===== src/ptstc_pkg.sv =====
/*
 * Package for the trigger and timestamp control block: register offsets,
 * field positions, reset values and the carrier types of the register port.
 * Assumes a single 50 MHz core clock and a plain strobe-based register port.
 */
package ptstc_pkg;
    localparam int          ADDR_W        = 12;
    localparam int          DATA_W        = 32;
    localparam int          NUM_TRIG      = 3;
    localparam int          NUM_TS        = 2;
    localparam int          NS_W          = 30;
    localparam int          CNT_W         = 4;

    localparam logic [11:0] OFS_CTRL      = 12'h52C;
    localparam logic [11:0] OFS_TGT_NS    = 12'h530;
    localparam logic [11:0] OFS_TGT_S     = 12'h534;
    localparam logic [11:0] OFS_INDEX     = 12'h540;
    localparam logic [11:0] OFS_TRIG_CFG  = 12'h544;
    localparam logic [11:0] OFS_INT_STAT  = 12'h548;
    localparam logic [11:0] OFS_INT_CLR   = 12'h54C;
    localparam logic [11:0] OFS_INT_EN    = 12'h550;

    localparam int          B_OUT_SEL     = 8;
    localparam int          B_PIN_IN      = 7;
    localparam int          B_DIR         = 6;
    localparam int          B_TS_INT_EN   = 5;
    localparam int          B_TRIG_ACT    = 4;
    localparam int          B_TRIG_EN     = 3;
    localparam int          B_TRIG_RST    = 2;
    localparam int          B_TS_EN       = 1;
    localparam int          B_TS_RST      = 0;
    localparam int          B_TS_IDX      = 8;
    localparam int          B_NOW         = 0;
    localparam int          B_NOTIFY      = 1;
    localparam int          B_LEVEL       = 2;
    localparam int          I_DONE0       = 0;
    localparam int          I_ERR0        = 3;
    localparam int          I_TS0         = 6;
    localparam int          NUM_IRQ       = 8;

    localparam logic [31:0] ZERO32        = 32'h0000_0000;
    localparam logic [1:0]  TRIG_IDX_MAX  = 2'h2;
    localparam logic [3:0]  CNT_MAX       = 4'hF;

    typedef struct packed {
        logic              wr;
        logic              rd;
        logic [ADDR_W-1:0] addr;
        logic [DATA_W-1:0] wdata;
    } ptstc_req_type;

    typedef struct packed {
        logic [31:0]     sec;
        logic [NS_W-1:0] ns;
    } ptstc_time_type;

    typedef enum logic [1:0] {
        TRIG_IDLE,
        TRIG_WAIT,
        TRIG_DONE
    } ptstc_trig_state_type;
endpackage


===== src/ptstc_top.sv =====
/*
 * Trigger output and timestamp input control for one general-purpose pin.
 * Assumes the system time arrives on the core clock and the pin input is
 * asynchronous. Registers are reached over a plain strobe port.
 */
// Implementation choice: the address-and-strobe port.
module ptstc_top
    import ptstc_pkg::*;
(
    // Clock and reset.
    input  wire logic                  CORE_CLK_I,
    input  wire logic                  NRST_I,
    // Register port.
    input  wire ptstc_req_type         REQ_I,
    output logic [DATA_W-1:0]          RDATA_O,
    // Synchronised system time.
    input  wire ptstc_time_type        SYS_TIME_I,
    // General-purpose pin.
    input  wire logic                  PIN_I,
    output logic                       PIN_O,
    output logic                       PIN_OE_O,
    // Interrupt.
    output logic                       IRQ_O
);
    function automatic logic time_reached(input ptstc_time_type now,
                                          input logic [31:0] s,
                                          input logic [NS_W-1:0] ns);
        time_reached = (now.sec > s) || ((now.sec == s) && (now.ns >= ns));
    endfunction

    // Pin input synchroniser; the second stage is read, and pin_prev behind it is read for the rising-edge detect.
    logic pin_s1, pin_s2, pin_prev;
    always_ff @(posedge CORE_CLK_I or negedge NRST_I) begin
        if (!NRST_I) begin
            pin_s1   <= 1'b0;
            pin_s2   <= 1'b0;
            pin_prev <= 1'b0;
        end else begin
            pin_s1   <= PIN_I;
            pin_s2   <= pin_s1;
            pin_prev <= pin_s2;
        end
    end
    wire logic pin_rise = pin_s2 & ~pin_prev;

    // Register and unit state.
    logic [1:0]             trig_idx, next_trig_idx;
    logic                   ts_idx, next_ts_idx;
    logic                   out_sel, next_out_sel;
    logic                   dir, next_dir;
    logic [NUM_TS-1:0]      ts_int_en, next_ts_int_en;
    logic [NUM_TS-1:0]      ts_en, next_ts_en;
    logic [NUM_TS-1:0]      ts_rst, next_ts_rst;
    logic [NUM_TS-1:0]      capture_ready_flag, next_capture_ready_flag;
    logic [NUM_TS-1:0]      ts_ovf, next_ts_ovf;
    logic [CNT_W-1:0]       ts_cnt [NUM_TS];
    logic [CNT_W-1:0]       next_ts_cnt [NUM_TS];
    logic [NUM_TRIG-1:0]    tr_en, next_tr_en;
    logic [NUM_TRIG-1:0]    tr_rst, next_tr_rst;
    logic [NUM_TRIG-1:0]    tr_err, next_tr_err;
    logic [NUM_TRIG-1:0]    tr_lvl, next_tr_lvl;
    logic [2:0]             tr_cfg [NUM_TRIG];
    logic [2:0]             next_tr_cfg [NUM_TRIG];
    logic [NS_W-1:0]        tgt_ns [NUM_TRIG];
    logic [NS_W-1:0]        next_tgt_ns [NUM_TRIG];
    logic [31:0]            tgt_s [NUM_TRIG];
    logic [31:0]            next_tgt_s [NUM_TRIG];
    logic [NUM_IRQ-1:0]     int_stat, next_int_stat;
    logic [NUM_IRQ-1:0]     int_en, next_int_en;
    logic [DATA_W-1:0]      next_rdata;
    logic [NUM_TRIG-1:0]    fire;
    logic [NUM_TRIG-1:0]    late;
    logic                   comb_out;

    wire logic wr_ctrl = REQ_I.wr && (REQ_I.addr == OFS_CTRL);

    always_comb begin
        next_trig_idx  = trig_idx;
        next_ts_idx    = ts_idx;
        next_out_sel   = out_sel;
        next_dir       = dir;
        next_ts_int_en = ts_int_en;
        next_ts_en     = ts_en;
        next_ts_rst    = ts_rst;
        next_capture_ready_flag    = capture_ready_flag;
        next_ts_ovf    = ts_ovf;
        next_ts_cnt    = ts_cnt;
        next_tr_en     = tr_en;
        next_tr_rst    = tr_rst;
        next_tr_err    = tr_err;
        next_tr_lvl    = tr_lvl;
        next_tr_cfg    = tr_cfg;
        next_tgt_ns    = tgt_ns;
        next_tgt_s     = tgt_s;
        next_int_en    = int_en;
        next_int_stat  = int_stat;
        fire           = '0;
        late           = '0;
        next_rdata     = ZERO32;

        // Timestamp units count pin rising edges while enabled and the pin is an input.
        for (int u = 0; u < NUM_TS; u++) begin
            if (ts_en[u] && !ts_rst[u] && dir && pin_rise) begin
                next_capture_ready_flag[u] = 1'b1;
                if (ts_cnt[u] == CNT_MAX) begin
                    next_ts_ovf[u] = 1'b1;
                end else begin
                    next_ts_cnt[u] = ts_cnt[u] + 1'b1;
                end
                if (ts_int_en[u]) begin
                    next_int_stat[I_TS0 + u] = 1'b1;
                end
            end
        end

        // Trigger units fire once the system time reaches the target while tr_lvl is clear, or at once when B_NOW is set.
        for (int u = 0; u < NUM_TRIG; u++) begin
            late[u] = time_reached(SYS_TIME_I, tgt_s[u], tgt_ns[u]);
            if (tr_en[u] && !tr_rst[u] && !tr_err[u]) begin
                if (late[u] && !tr_lvl[u] && !tr_cfg[u][B_NOW]) begin
                    fire[u] = 1'b1;
                end else if (tr_cfg[u][B_NOW]) begin
                    fire[u] = 1'b1;
                end
            end
            if (fire[u]) begin
                next_tr_en[u]  = 1'b0;
                next_tr_lvl[u] = tr_cfg[u][B_LEVEL];
                if (tr_cfg[u][B_NOTIFY]) begin
                    next_int_stat[I_DONE0 + u] = 1'b1;
                end
            end
        end

        // Register writes; indexed fields go to the unit picked at access time.
        if (REQ_I.wr) begin
            unique case (REQ_I.addr)
                OFS_CTRL: begin
                    next_out_sel           = REQ_I.wdata[B_OUT_SEL];
                    next_dir               = REQ_I.wdata[B_DIR];
                    next_ts_int_en[ts_idx] = REQ_I.wdata[B_TS_INT_EN];
                    next_tr_rst[trig_idx]  = REQ_I.wdata[B_TRIG_RST];
                    next_ts_rst[ts_idx]    = REQ_I.wdata[B_TS_RST];
                    if (REQ_I.wdata[B_TRIG_RST]) begin
                        next_tr_en[trig_idx]  = 1'b0;
                        next_tr_err[trig_idx] = 1'b0;
                        next_tr_lvl[trig_idx] = 1'b0;
                        next_tr_cfg[trig_idx] = '0;
                    end else begin
                        next_tr_en[trig_idx] = REQ_I.wdata[B_TRIG_EN];
                        if (!REQ_I.wdata[B_TRIG_EN]) begin
                            next_tr_err[trig_idx] = 1'b0;
                            next_int_stat[I_ERR0 + trig_idx] = 1'b0;
                        end
                    end
                    if (REQ_I.wdata[B_TS_RST]) begin
                        next_ts_en[ts_idx]     = 1'b0;
                        next_ts_int_en[ts_idx] = 1'b0;
                        next_capture_ready_flag[ts_idx]    = 1'b0;
                        next_ts_ovf[ts_idx]    = 1'b0;
                        next_ts_cnt[ts_idx]    = '0;
                    end else if (REQ_I.wdata[B_TS_EN]) begin
                        next_ts_en[ts_idx]  = 1'b1;
                        next_ts_cnt[ts_idx] = '0;
                    end else begin
                        next_ts_en[ts_idx]  = 1'b0;
                        next_capture_ready_flag[ts_idx] = 1'b0;
                        next_ts_ovf[ts_idx] = 1'b0;
                    end
                end
                OFS_TGT_NS:   next_tgt_ns[trig_idx] = REQ_I.wdata[NS_W-1:0];
                OFS_TGT_S:    next_tgt_s[trig_idx]  = REQ_I.wdata;
                OFS_INDEX: begin
                    if (REQ_I.wdata[1:0] <= TRIG_IDX_MAX) begin
                        next_trig_idx = REQ_I.wdata[1:0];
                    end
                    next_ts_idx = REQ_I.wdata[B_TS_IDX];
                end
                OFS_TRIG_CFG: next_tr_cfg[trig_idx] = REQ_I.wdata[2:0];
                OFS_INT_CLR:  next_int_stat = next_int_stat & ~(REQ_I.wdata[NUM_IRQ-1:0] & ~(
                                  next_int_stat & ~int_stat));
                OFS_INT_EN:   next_int_en   = REQ_I.wdata[NUM_IRQ-1:0];
                default: ;
            endcase
        end

        // A late target with no immediate trigger is an error.
        for (int u = 0; u < NUM_TRIG; u++) begin
            if (next_tr_en[u] && !tr_en[u] && late[u] && !next_tr_cfg[u][B_NOW] &&
                !(wr_ctrl && REQ_I.wdata[B_TRIG_RST])) begin
                next_tr_err[u] = 1'b1;
                if (next_tr_cfg[u][B_NOTIFY]) begin
                    next_int_stat[I_ERR0 + u] = 1'b1;
                end
            end
        end

        if (REQ_I.rd) begin
            unique case (REQ_I.addr)
                OFS_CTRL: begin
                    next_rdata[B_OUT_SEL]   = out_sel;
                    next_rdata[B_PIN_IN]    = pin_s2;
                    next_rdata[B_DIR]       = dir;
                    next_rdata[B_TS_INT_EN] = ts_int_en[ts_idx];
                    next_rdata[B_TRIG_ACT]  = tr_en[trig_idx] & ~tr_err[trig_idx];
                    next_rdata[B_TRIG_EN]   = tr_en[trig_idx];
                    next_rdata[B_TRIG_RST]  = tr_rst[trig_idx];
                    next_rdata[B_TS_EN]     = ts_en[ts_idx];
                    next_rdata[B_TS_RST]    = ts_rst[ts_idx];
                end
                OFS_TGT_NS:   next_rdata[NS_W-1:0] = tgt_ns[trig_idx];
                OFS_TGT_S:    next_rdata = tgt_s[trig_idx];
                OFS_INDEX: begin
                    next_rdata[1:0]      = trig_idx;
                    next_rdata[B_TS_IDX] = ts_idx;
                end
                OFS_TRIG_CFG: next_rdata[2:0] = tr_cfg[trig_idx];
                OFS_INT_STAT: next_rdata[NUM_IRQ-1:0] = int_stat;
                OFS_INT_EN:   next_rdata[NUM_IRQ-1:0] = int_en;
                default: ;
            endcase
        end
        comb_out = |(next_tr_lvl | fire);
    end

    always_ff @(posedge CORE_CLK_I or negedge NRST_I) begin
        if (!NRST_I) begin
            trig_idx  <= '0;
            ts_idx    <= 1'b0;
            out_sel   <= 1'b0;
            dir       <= 1'b0;
            ts_int_en <= '0;
            ts_en     <= '0;
            ts_rst    <= '0;
            capture_ready_flag    <= '0;
            ts_ovf    <= '0;
            tr_en     <= '0;
            tr_rst    <= '0;
            tr_err    <= '0;
            tr_lvl    <= '0;
            int_stat  <= '0;
            int_en    <= '0;
            RDATA_O   <= ZERO32;
            for (int u = 0; u < NUM_TS; u++) begin
                ts_cnt[u] <= '0;
            end
            for (int u = 0; u < NUM_TRIG; u++) begin
                tr_cfg[u] <= '0;
                tgt_ns[u] <= '0;
                tgt_s[u]  <= ZERO32;
            end
        end else begin
            trig_idx  <= next_trig_idx;
            ts_idx    <= next_ts_idx;
            out_sel   <= next_out_sel;
            dir       <= next_dir;
            ts_int_en <= next_ts_int_en;
            ts_en     <= next_ts_en;
            ts_rst    <= next_ts_rst;
            capture_ready_flag    <= next_capture_ready_flag;
            ts_ovf    <= next_ts_ovf;
            ts_cnt    <= next_ts_cnt;
            tr_en     <= next_tr_en;
            tr_rst    <= next_tr_rst;
            tr_err    <= next_tr_err;
            tr_lvl    <= next_tr_lvl;
            tr_cfg    <= next_tr_cfg;
            tgt_ns    <= next_tgt_ns;
            tgt_s     <= next_tgt_s;
            int_stat  <= next_int_stat;
            int_en    <= next_int_en;
            RDATA_O   <= next_rdata;
        end
    end

    // Pin drivers: the combinational path is precomputed one cycle ahead so
    // that every output still comes from a flip-flop.
    logic comb_q;
    always_ff @(posedge CORE_CLK_I or negedge NRST_I) begin
        if (!NRST_I) begin
            comb_q   <= 1'b0;
            PIN_O    <= 1'b0;
            PIN_OE_O <= 1'b0;
            IRQ_O    <= 1'b0;
        end else begin
            comb_q   <= comb_out;
            PIN_O    <= next_out_sel ? comb_out : comb_q;
            PIN_OE_O <= ~next_dir;
            IRQ_O    <= |(next_int_stat & next_int_en);
        end
    end

    AST_OE_FOLLOWS_DIR:
    assert property (@(posedge CORE_CLK_I) disable iff (!NRST_I)
        $past(NRST_I) |-> (PIN_OE_O == ~dir))
    else $error("pin enable does not follow direction");

    AST_TRIG_SELF_CLEAR:
    assert property (@(posedge CORE_CLK_I) disable iff (!NRST_I)
        (fire[trig_idx] && !REQ_I.wr) |=> !tr_en[$past(trig_idx)])
    else $error("trigger enable did not self clear");

    AST_TRIG_RESET:
    assert property (@(posedge CORE_CLK_I) disable iff (!NRST_I)
        (wr_ctrl && REQ_I.wdata[B_TRIG_RST]) |=> (!tr_en[$past(trig_idx)] && !tr_lvl[$past(trig_idx)]))
    else $error("trigger soft reset did not idle the unit");

    AST_TS_ENABLE_CLEARS:
    assert property (@(posedge CORE_CLK_I) disable iff (!NRST_I)
        (wr_ctrl && REQ_I.wdata[B_TS_EN] && !REQ_I.wdata[B_TS_RST]) |=>
            (ts_cnt[$past(ts_idx)] == '0) && ts_en[$past(ts_idx)])
    else $error("timestamp enable did not zero the count");

    AST_TS_DISABLE_FLAGS:
    assert property (@(posedge CORE_CLK_I) disable iff (!NRST_I)
        (wr_ctrl && !REQ_I.wdata[B_TS_EN]) |=> (!capture_ready_flag[$past(ts_idx)] && !ts_ovf[$past(ts_idx)]))
    else $error("timestamp disable left flags set");

    AST_NS_RESERVED:
    assert property (@(posedge CORE_CLK_I) disable iff (!NRST_I)
        $past(REQ_I.rd && REQ_I.addr == OFS_TGT_NS) |-> RDATA_O[31:NS_W] == 2'h0)
    else $error("reserved nanosecond bits read non-zero");

    AST_ERR_CLEAR:
    assert property (@(posedge CORE_CLK_I) disable iff (!NRST_I)
        (wr_ctrl && !REQ_I.wdata[B_TRIG_EN]) |=> !tr_err[$past(trig_idx)])
    else $error("trigger error not cleared by disable");

    AST_PIN_READBACK:
    assert property (@(posedge CORE_CLK_I) disable iff (!NRST_I)
        (REQ_I.rd && REQ_I.addr == OFS_CTRL) |=> RDATA_O[B_PIN_IN] == $past(pin_s2))
    else $error("pin monitor bit wrong");

    AST_IRQ_LEVEL:
    assert property (@(posedge CORE_CLK_I) disable iff (!NRST_I)
        IRQ_O == |(int_stat & int_en))
    else $error("interrupt output disagrees with status");

    AST_NO_EARLY_FIRE:
    assert property (@(posedge CORE_CLK_I) disable iff (!NRST_I)
        (fire[trig_idx] && !tr_cfg[trig_idx][B_NOW]) |-> late[trig_idx])
    else $error("trigger fired before its target time");

    AST_ERR_STATUS_CLEAR:
    assert property (@(posedge CORE_CLK_I) disable iff (!NRST_I)
        (wr_ctrl && !REQ_I.wdata[B_TRIG_EN]) |=> !int_stat[I_ERR0 + $past(trig_idx)])
    else $error("trigger error status not cleared by disable");
endmodule


===== config.mk =====
export PLATFORM = sky130hd
export DESIGN_NAME = ptstc_top
export DESIGN_NICKNAME = d
export VERILOG_FILES = /design/src/ptstc_pkg.sv /design/src/ptstc_top.sv
export SDC_FILE = /design/constraint.sdc
export NUM_CORES = 1
export LEC_CHECK = 0
export ABC_AREA = 1
export BUFFER_PORTS_ARGS = -buffer_cell sky130_fd_sc_hd__buf_2
export CAP_MARGIN = 10
export CORE_MARGIN = 3
export CORE_UTILIZATION = 50
export CTS_BUF_LIST = sky130_fd_sc_hd__clkbuf_8
export CTS_CLUSTER_DIAMETER = 80
export DETAILED_ROUTE_END_ITERATION = 8
export PLACE_DENSITY = 0.65
export SKIP_CTS_REPAIR_TIMING = 1
export SYNTH_ARGS = -nofsm -noshare
export SYNTH_HDL_FRONTEND = slang
export SYNTH_SLANG_ARGS = --single-unit

===== constraint.sdc =====
create_clock -name CORE_CLK_I -period 4.1 [get_ports CORE_CLK_I]
set_clock_uncertainty 0.2 [all_clocks]
set_input_delay 0.205 -clock CORE_CLK_I [delete_from_list [all_inputs] [get_ports CORE_CLK_I]]
set_output_delay 0.205 -clock CORE_CLK_I [all_outputs]
set_load 0.05 [all_outputs]

Word level (Yosys, flattened, before mapping)
Cells that the tools add are included.
Storage, ports and cells
  bits in registers: 273
  logic and storage cells: 281
  input bits: 111
  output and inout port bits: 35
Cells by class
  bitwise operators: 26
  reduce and logical (&&, ||, !) cells: 81
  magnitude comparators: 15
  equality and inequality tests: 15
  muxes and demuxes: 108
  add/sub/neg operators: 1
Operator list (number)
  $mux 32: 4
  $bwmux 96: 1
  $eq 12x11->1 const B: 8
  $eq 32x32->1: 3
  $gt 32x32->1: 3
  $bwmux 90: 1
  $ge 30x30->1: 3
  $mux 30: 3
  $bmux 32 s2: 1
  $demux 32 s2: 1
  $bmux 30 s2: 1
  $demux 30 s2: 1
  $mux 1: 51
  $mux 8: 6
  $pmux 21 s2: 1
  $and 8x8->8: 5
  $logic_and 1x1->1: 39
  $mux 3: 13
  $not 8->8: 4
  $pmux 5 s5: 1
  $logic_not 1->1: 21
  $pmux 9 s2: 1
  $pmux 8 s2: 1
  $reduce_and 3->1: 5
  other kinds (42): 68

Logic depth before layout (Yosys ltp)
  word-level depth: 19
  gate-level depth with buffers: 23
  gate-level depth less buffers: 23

Worst setup path before layout
Ideal clock, no wire load.
  kind: flip-flop to flip-flop
  from: register trig_idx[0]
  to: register tgt_ns[10] (netlist bit)
  stages on the path, launching flop included: 11
  path buffers: 5
  required time: 3770 ps
  library setup time: 130 ps
  setup slack: 1378 ps
  data arrival time: 2392 ps
  path through: dfrtp_1 inv_1 clkbuf_1 buf_1 ha_1 clkbuf_1 inv_1 nor3_1 buf_2 clkbuf_1 o21ai_0
Between the ends
  longest elaborated chain between the ends: 6
  elaborated cells on any way between the ends: 7
RTL lines
  from (decl): line ptstc_top.sv:47  | logic [1:0] trig_idx, next_trig_idx;
  from (signal assigned): line ptstc_top.sv:253  | trig_idx <= next_trig_idx;
  $not 2->3 (not written as such) (*): line ptstc_top.sv:171  | OFS_TGT_NS: next_tgt_ns[trig_idx] = REQ_I.wdata[NS_W-1:0];
  $ge 3x3->1 (not written as such) or $lt 3x1->1 (tied branches): line ptstc_top.sv:171
  $logic_and 1x1->1 (not written as such): line ptstc_top.sv:171
  $mux 30 (not written as such): line ptstc_top.sv:171
  $demux 30 s2 (*): line ptstc_top.sv:171
  $bwmux 90 (*): line ptstc_top.sv:171
  to (signal assigned): line ptstc_top.sv:268  | tgt_ns <= next_tgt_ns;
  to (decl): line ptstc_top.sv:64  | logic [NS_W-1:0] tgt_ns [NUM_TRIG];
Every way passes the cells marked *; elsewhere a longest branch is shown, timed or not.
A chain may end at the register's enable or synchronous reset.

==> impl_metrics.xml <==
<?xml version="1.0" encoding="UTF-8"?>
<metrics>
  <group name="synth">
    <metric name="synth-edff-count" unit="">0</metric>
    <metric name="sequential_to_total_area_share_from_yosys_stat" unit="">0.391</metric>
    <metric name="post_synth_design_cell_area" unit="µm²">17500</metric>
    <metric name="synth.yosys.warnings" unit="">0</metric>
    <metric name="syn-instance-count" unit="">2320</metric>
    <metric name="yosys_register_bits" unit="">273</metric>
    <metric name="postSynth.asyncResetShare" unit="">1.00</metric>
    <metric name="syn_nets" unit="">2623</metric>
    <metric name="yosysTopAreaCellShare" unit="">0.391</metric>
    <metric name="postSynthAreaPerCell" unit="µm²">7.53</metric>
    <metric name="yosys.cell_types.count" unit="">47</metric>
    <metric name="synth.top_cells.by_area" unit="">sky130_fd_sc_hd__dfrtp_1 39%, sky130_fd_sc_hd__nand2_1 14%, sky130_fd_sc_hd__ha_1 14%, sky130_fd_sc_hd__o21ai_0 9.0%, sky130_fd_sc_hd__inv_1 7.7%</metric>
    <metric name="post_synth_top_flop" unit="">sky130_fd_sc_hd__dfrtp_1</metric>
    <metric name="synth_top_area_cell" unit="">sky130_fd_sc_hd__dfrtp_1</metric>
  </group>
  <group name="timing">
    <metric name="timing.setup.tns" unit="ps">0</metric>
    <metric name="timing.slew.headroom" unit="">0.343</metric>
    <metric name="setup_slack" unit="ps">278</metric>
    <metric name="hold_ws" unit="ps">16.2</metric>
    <metric name="slew_viol_final" unit="">0</metric>
    <metric name="hold_viol_final" unit="">0</metric>
    <metric name="rsz_0062_raised_after_global_routing" unit="">false</metric>
    <metric name="fin_crit_sh" unit="">0.932</metric>
    <metric name="timing_worst_slew_pin_value" unit="ps">985</metric>
    <metric name="final-setup-viol-count" unit="">0</metric>
    <metric name="fmax" unit="GHz">0.262</metric>
    <metric name="period_minus_slack" unit="ps">3820</metric>
  </group>
  <group name="worst_hold_path">
    <metric name="worstHoldPathType" unit="">input pin to async pin</metric>
  </group>
  <group name="drt">
    <metric name="drcViolationCount" unit="">0</metric>
    <metric name="totalWireLength" unit="µm">56000</metric>
    <metric name="vias" unit="">16200</metric>
    <metric name="vias_per_cell" unit="">5.42</metric>
    <metric name="detailedRoute.firstPassIterationCount" unit="">6</metric>
    <metric name="drt_first_iter_violations" unit="">1237</metric>
    <metric name="final_antenna_net_count" unit="">0</metric>
    <metric name="avgRoutedWirePerCell" unit="µm">18.7</metric>
  </group>
  <group name="cts">
    <metric name="cts-htree-levels" unit="">2</metric>
    <metric name="clock_tree.root_cell" unit="">sky130_fd_sc_hd__clkbuf_8</metric>
    <metric name="clock_tree_from_tritoncts" unit="">built</metric>
    <metric name="clock_latency" unit="ps">610</metric>
    <metric name="numCtsBuffers" unit="">49</metric>
    <metric name="clockBufferDepth" unit="">3</metric>
    <metric name="clock_net_sink_count" unit="">273</metric>
    <metric name="cts.clk_slew.worst_paths" unit="ps">60</metric>
  </group>
  <group name="power_and_ir_drop">
    <metric name="p_comb_frac" unit="">0.081</metric>
    <metric name="netSwitchingPower" unit="mW">1.56</metric>
    <metric name="internal_power" unit="mW">4.55</metric>
    <metric name="part_of_the_power_in_the_clock_network" unit="">0.476</metric>
    <metric name="p_leak" unit="nW">10.4</metric>
    <metric name="power_frac_seq" unit="">0.443</metric>
    <metric name="ir_drop" unit="mV">0.230</metric>
    <metric name="switching_power_as_a_share_of_total_power" unit="">0.255</metric>
    <metric name="pwr_density_cell" unit="nW/µm²">302</metric>
  </group>
  <group name="final_layout">
    <metric name="area_growth_syn_to_layout" unit="%">16.0</metric>
    <metric name="multi_input_area" unit="µm²">8970</metric>
    <metric name="n_fill_cell" unit="">3218</metric>
    <metric name="finalInstanceArea" unit="µm²">20300</metric>
    <metric name="nNetsFinal" unit="">2806</metric>
    <metric name="finish.cell_count_without_fillers" unit="">2989</metric>
    <metric name="post_route_cells_drive_above_1_share" unit="">0.111</metric>
    <metric name="seqCellArea" unit="µm²">6840</metric>
  </group>
  <group name="job">
    <metric name="max_cap_violations" unit="">0</metric>
  </group>
  <group name="run_status">
    <metric name="status" unit="">finished clean</metric>
  </group>
  <group name="floorplan">
    <metric name="die_h" unit="µm">193</metric>
    <metric name="die_width" unit="µm">193</metric>
    <metric name="floorplan.die_area" unit="µm²">37200</metric>
    <metric name="start_util" unit="">0.514</metric>
    <metric name="boundaryPins" unit="">146</metric>
    <metric name="fp.coreArea" unit="µm²">34000</metric>
    <metric name="std_cell_rows" unit="">67</metric>
  </group>
  <group name="grt">
    <metric name="grt_antenna_before_repair" unit="">0</metric>
    <metric name="grt_pass1_vias" unit="">15700</metric>
    <metric name="grt_first_pass_wirelength" unit="µm">86600</metric>
    <metric name="grt_max_degree" unit="">117</metric>
    <metric name="grt_usage" unit="">0.303</metric>
    <metric name="gr-total-overflow" unit="">0</metric>
  </group>
  <group name="worst_setup_path">
    <metric name="critPathMaxStageDelay" unit="ps">640</metric>
    <metric name="path_class" unit="">input pin to flip-flop</metric>
    <metric name="startpoint_type" unit="">input pin</metric>
    <metric name="cp.arrival" unit="ps">4180</metric>
    <metric name="critical_path.max_fanout" unit="">7</metric>
    <metric name="end_kind" unit="">flip-flop</metric>
    <metric name="timing.critical_path.cells" unit="">dlygate4sd3_1 &gt; buf_2 &gt; nor2_2 &gt; dlygate4sd3_1 &gt; nand3_4 &gt; dlygate4sd3_1 &gt; inv_2 &gt; nand3_2 &gt; nor2_2 &gt; nand2_2 &gt; nand2_2 &gt; nand2_1 &gt; nand2_1 &gt; o21ai_2 &gt; nor3_2 &gt; nand3_1 &gt; nand2_1 &gt; nand2_1 &gt; nand2_1 &gt; inv_1 &gt; nand2_1</metric>
    <metric name="worst_ep_required_time" unit="ps">4450</metric>
    <metric name="cp_max_delay_cell" unit="">sky130_fd_sc_hd__dlygate4sd3_1</metric>
    <metric name="timing.critical_path.buf_inv" unit="">6</metric>
    <metric name="timing.critical_path.mode_cell" unit="">sky130_fd_sc_hd__nand2_1</metric>
    <metric name="critPathTopFamily" unit="">buffers and inverters</metric>
  </group>
  <group name="placement">
    <metric name="detailedPlacementHpwl" unit="µm">41700</metric>
    <metric name="place.gp.congestion" unit="">0.961</metric>
    <metric name="detailed_place.area" unit="µm²">18700</metric>
    <metric name="port_buffers" unit="">145</metric>
    <metric name="placed_cells_incl_taps" unit="">2855</metric>
    <metric name="pre_cts_slack" unit="ps">1090</metric>
  </group>
</metrics>
-- flip-flops by register name (all words and copies together), names as in the netlist, 3 cells and up, named ones only --
register  cells
RDATA_O      32
int_en        8
int_stat      8
tgt_ns       90
tgt_s        96
tr_cfg        9
tr_en         3
tr_err        3
tr_lvl        3
tr_rst        3
-- final cells by class --
cell class | instances | share of cell area
inverter | 364 | 0.0675
timing repair buffer | 213 | 0.0696
antenna | 1 | 0.000124
clock buffer | 62 | 0.0421
clock inverter | 26 | 0.0126
tap | 448 | 0.0277
sequential | 273 | 0.338
multi-input combinational | 1602 | 0.443
-- synthesized netlist by cell type (all sizes together) (6+ instances only) --
library cell,count
nand2,662
inv,363
o21ai,327
dfrtp,273
ha,192
a21oi,107
nor2,102
clkbuf,60
nand3,47
o22ai,37
a22o,30
nor3,25
buf,21
nand4,17
o21a,8
a221oi,6
-- worst reg2reg max path: stages, from the launching register on --
cell and delay (ps):
sky130_fd_sc_hd__dfrtp_4 530, sky130_fd_sc_hd__clkinv_1 90, sky130_fd_sc_hd__buf_4 210, sky130_fd_sc_hd__nor2_1 140, sky130_fd_sc_hd__inv_1 170, sky130_fd_sc_hd__o21ai_0 650, sky130_fd_sc_hd__a32o_1 220, sky130_fd_sc_hd__nand2_1 60
sky130_fd_sc_hd__a311oi_1 220, sky130_fd_sc_hd__dlygate4sd3_1 600
-- kinds of logic (layout without fill, tap and decap cells) --
group                      after synthesis  in the layout  synth area share
and+or+nand+nor                        866            866             0.201
AOI/OAI and AO/OA                      544            544             0.173
buffers and inverters                  445            665            0.0970
DFF                                    273            273             0.391
adders and majority gates              192            192             0.138
other                                    0              1                 0
-- layout by cell type, fill, tap and decap left out, drive strengths merged, types with 47 or more instances in the layout --
cell type / count
nor2: 102
clkbuf: 62
buf: 168
a21oi: 107
nand3: 47
dfrtp: 273
ha: 192
o21ai: 327
nand2: 662
inv: 373
-- path summary, 6_finish.rpt --
path                                    startpoint                      end  slack [ps]  cells past startpoint
max reg2reg                trig_idx[1]$_DFFE_PN0P_     RDATA_O[8]$_DFF_PN0_         970                      9
max                                      REQ_I[43]          IRQ_O$_DFF_PN0_         280                     21
min reg2reg                       pin_s1$_DFF_PN0_         pin_s2$_DFF_PN0_         150                      0
max in group asynchronous                   NRST_I  trig_idx[1]$_DFFE_PN0P_        2610                      3
min in group CORE_CLK_I                      PIN_I         pin_s1$_DFF_PN0_          40                      2
min                                         NRST_I   tgt_ns[15]$_DFFE_PN0P_          20                      2
-- power by group through the flow --
stage	registers [mW]	clock network, mW	logic, mW
6_report	2.71	2.91	0.492
4_1_cts	2.71	2.97	0.464
3_3_place_gp	2.76	0	0.449
5_1_grt	2.71	3.08	0.558
2_1_floorplan	2.76	0	0.200
3_5_place_dp	2.76	0	0.461
-- stage by stage --
stage	total power, mW	utilization
after CTS	6.14	0.583
after floorplan	2.96	-
after global routing	6.35	0.596
after detailed placement	3.22	0.551
after global placement	3.21	0.551
final	6.11	0.596
-- routing by layer --
layer	GRT usage	wire (µm)	vias to the layer above
li1	-	-	7921
met1	0.417	24600	7616
met2	0.490	25600	560
met3	0.0436	3880	108
met4	0.104	1870	0
met5	0	0	-
(Power assumes the default switching activity.)
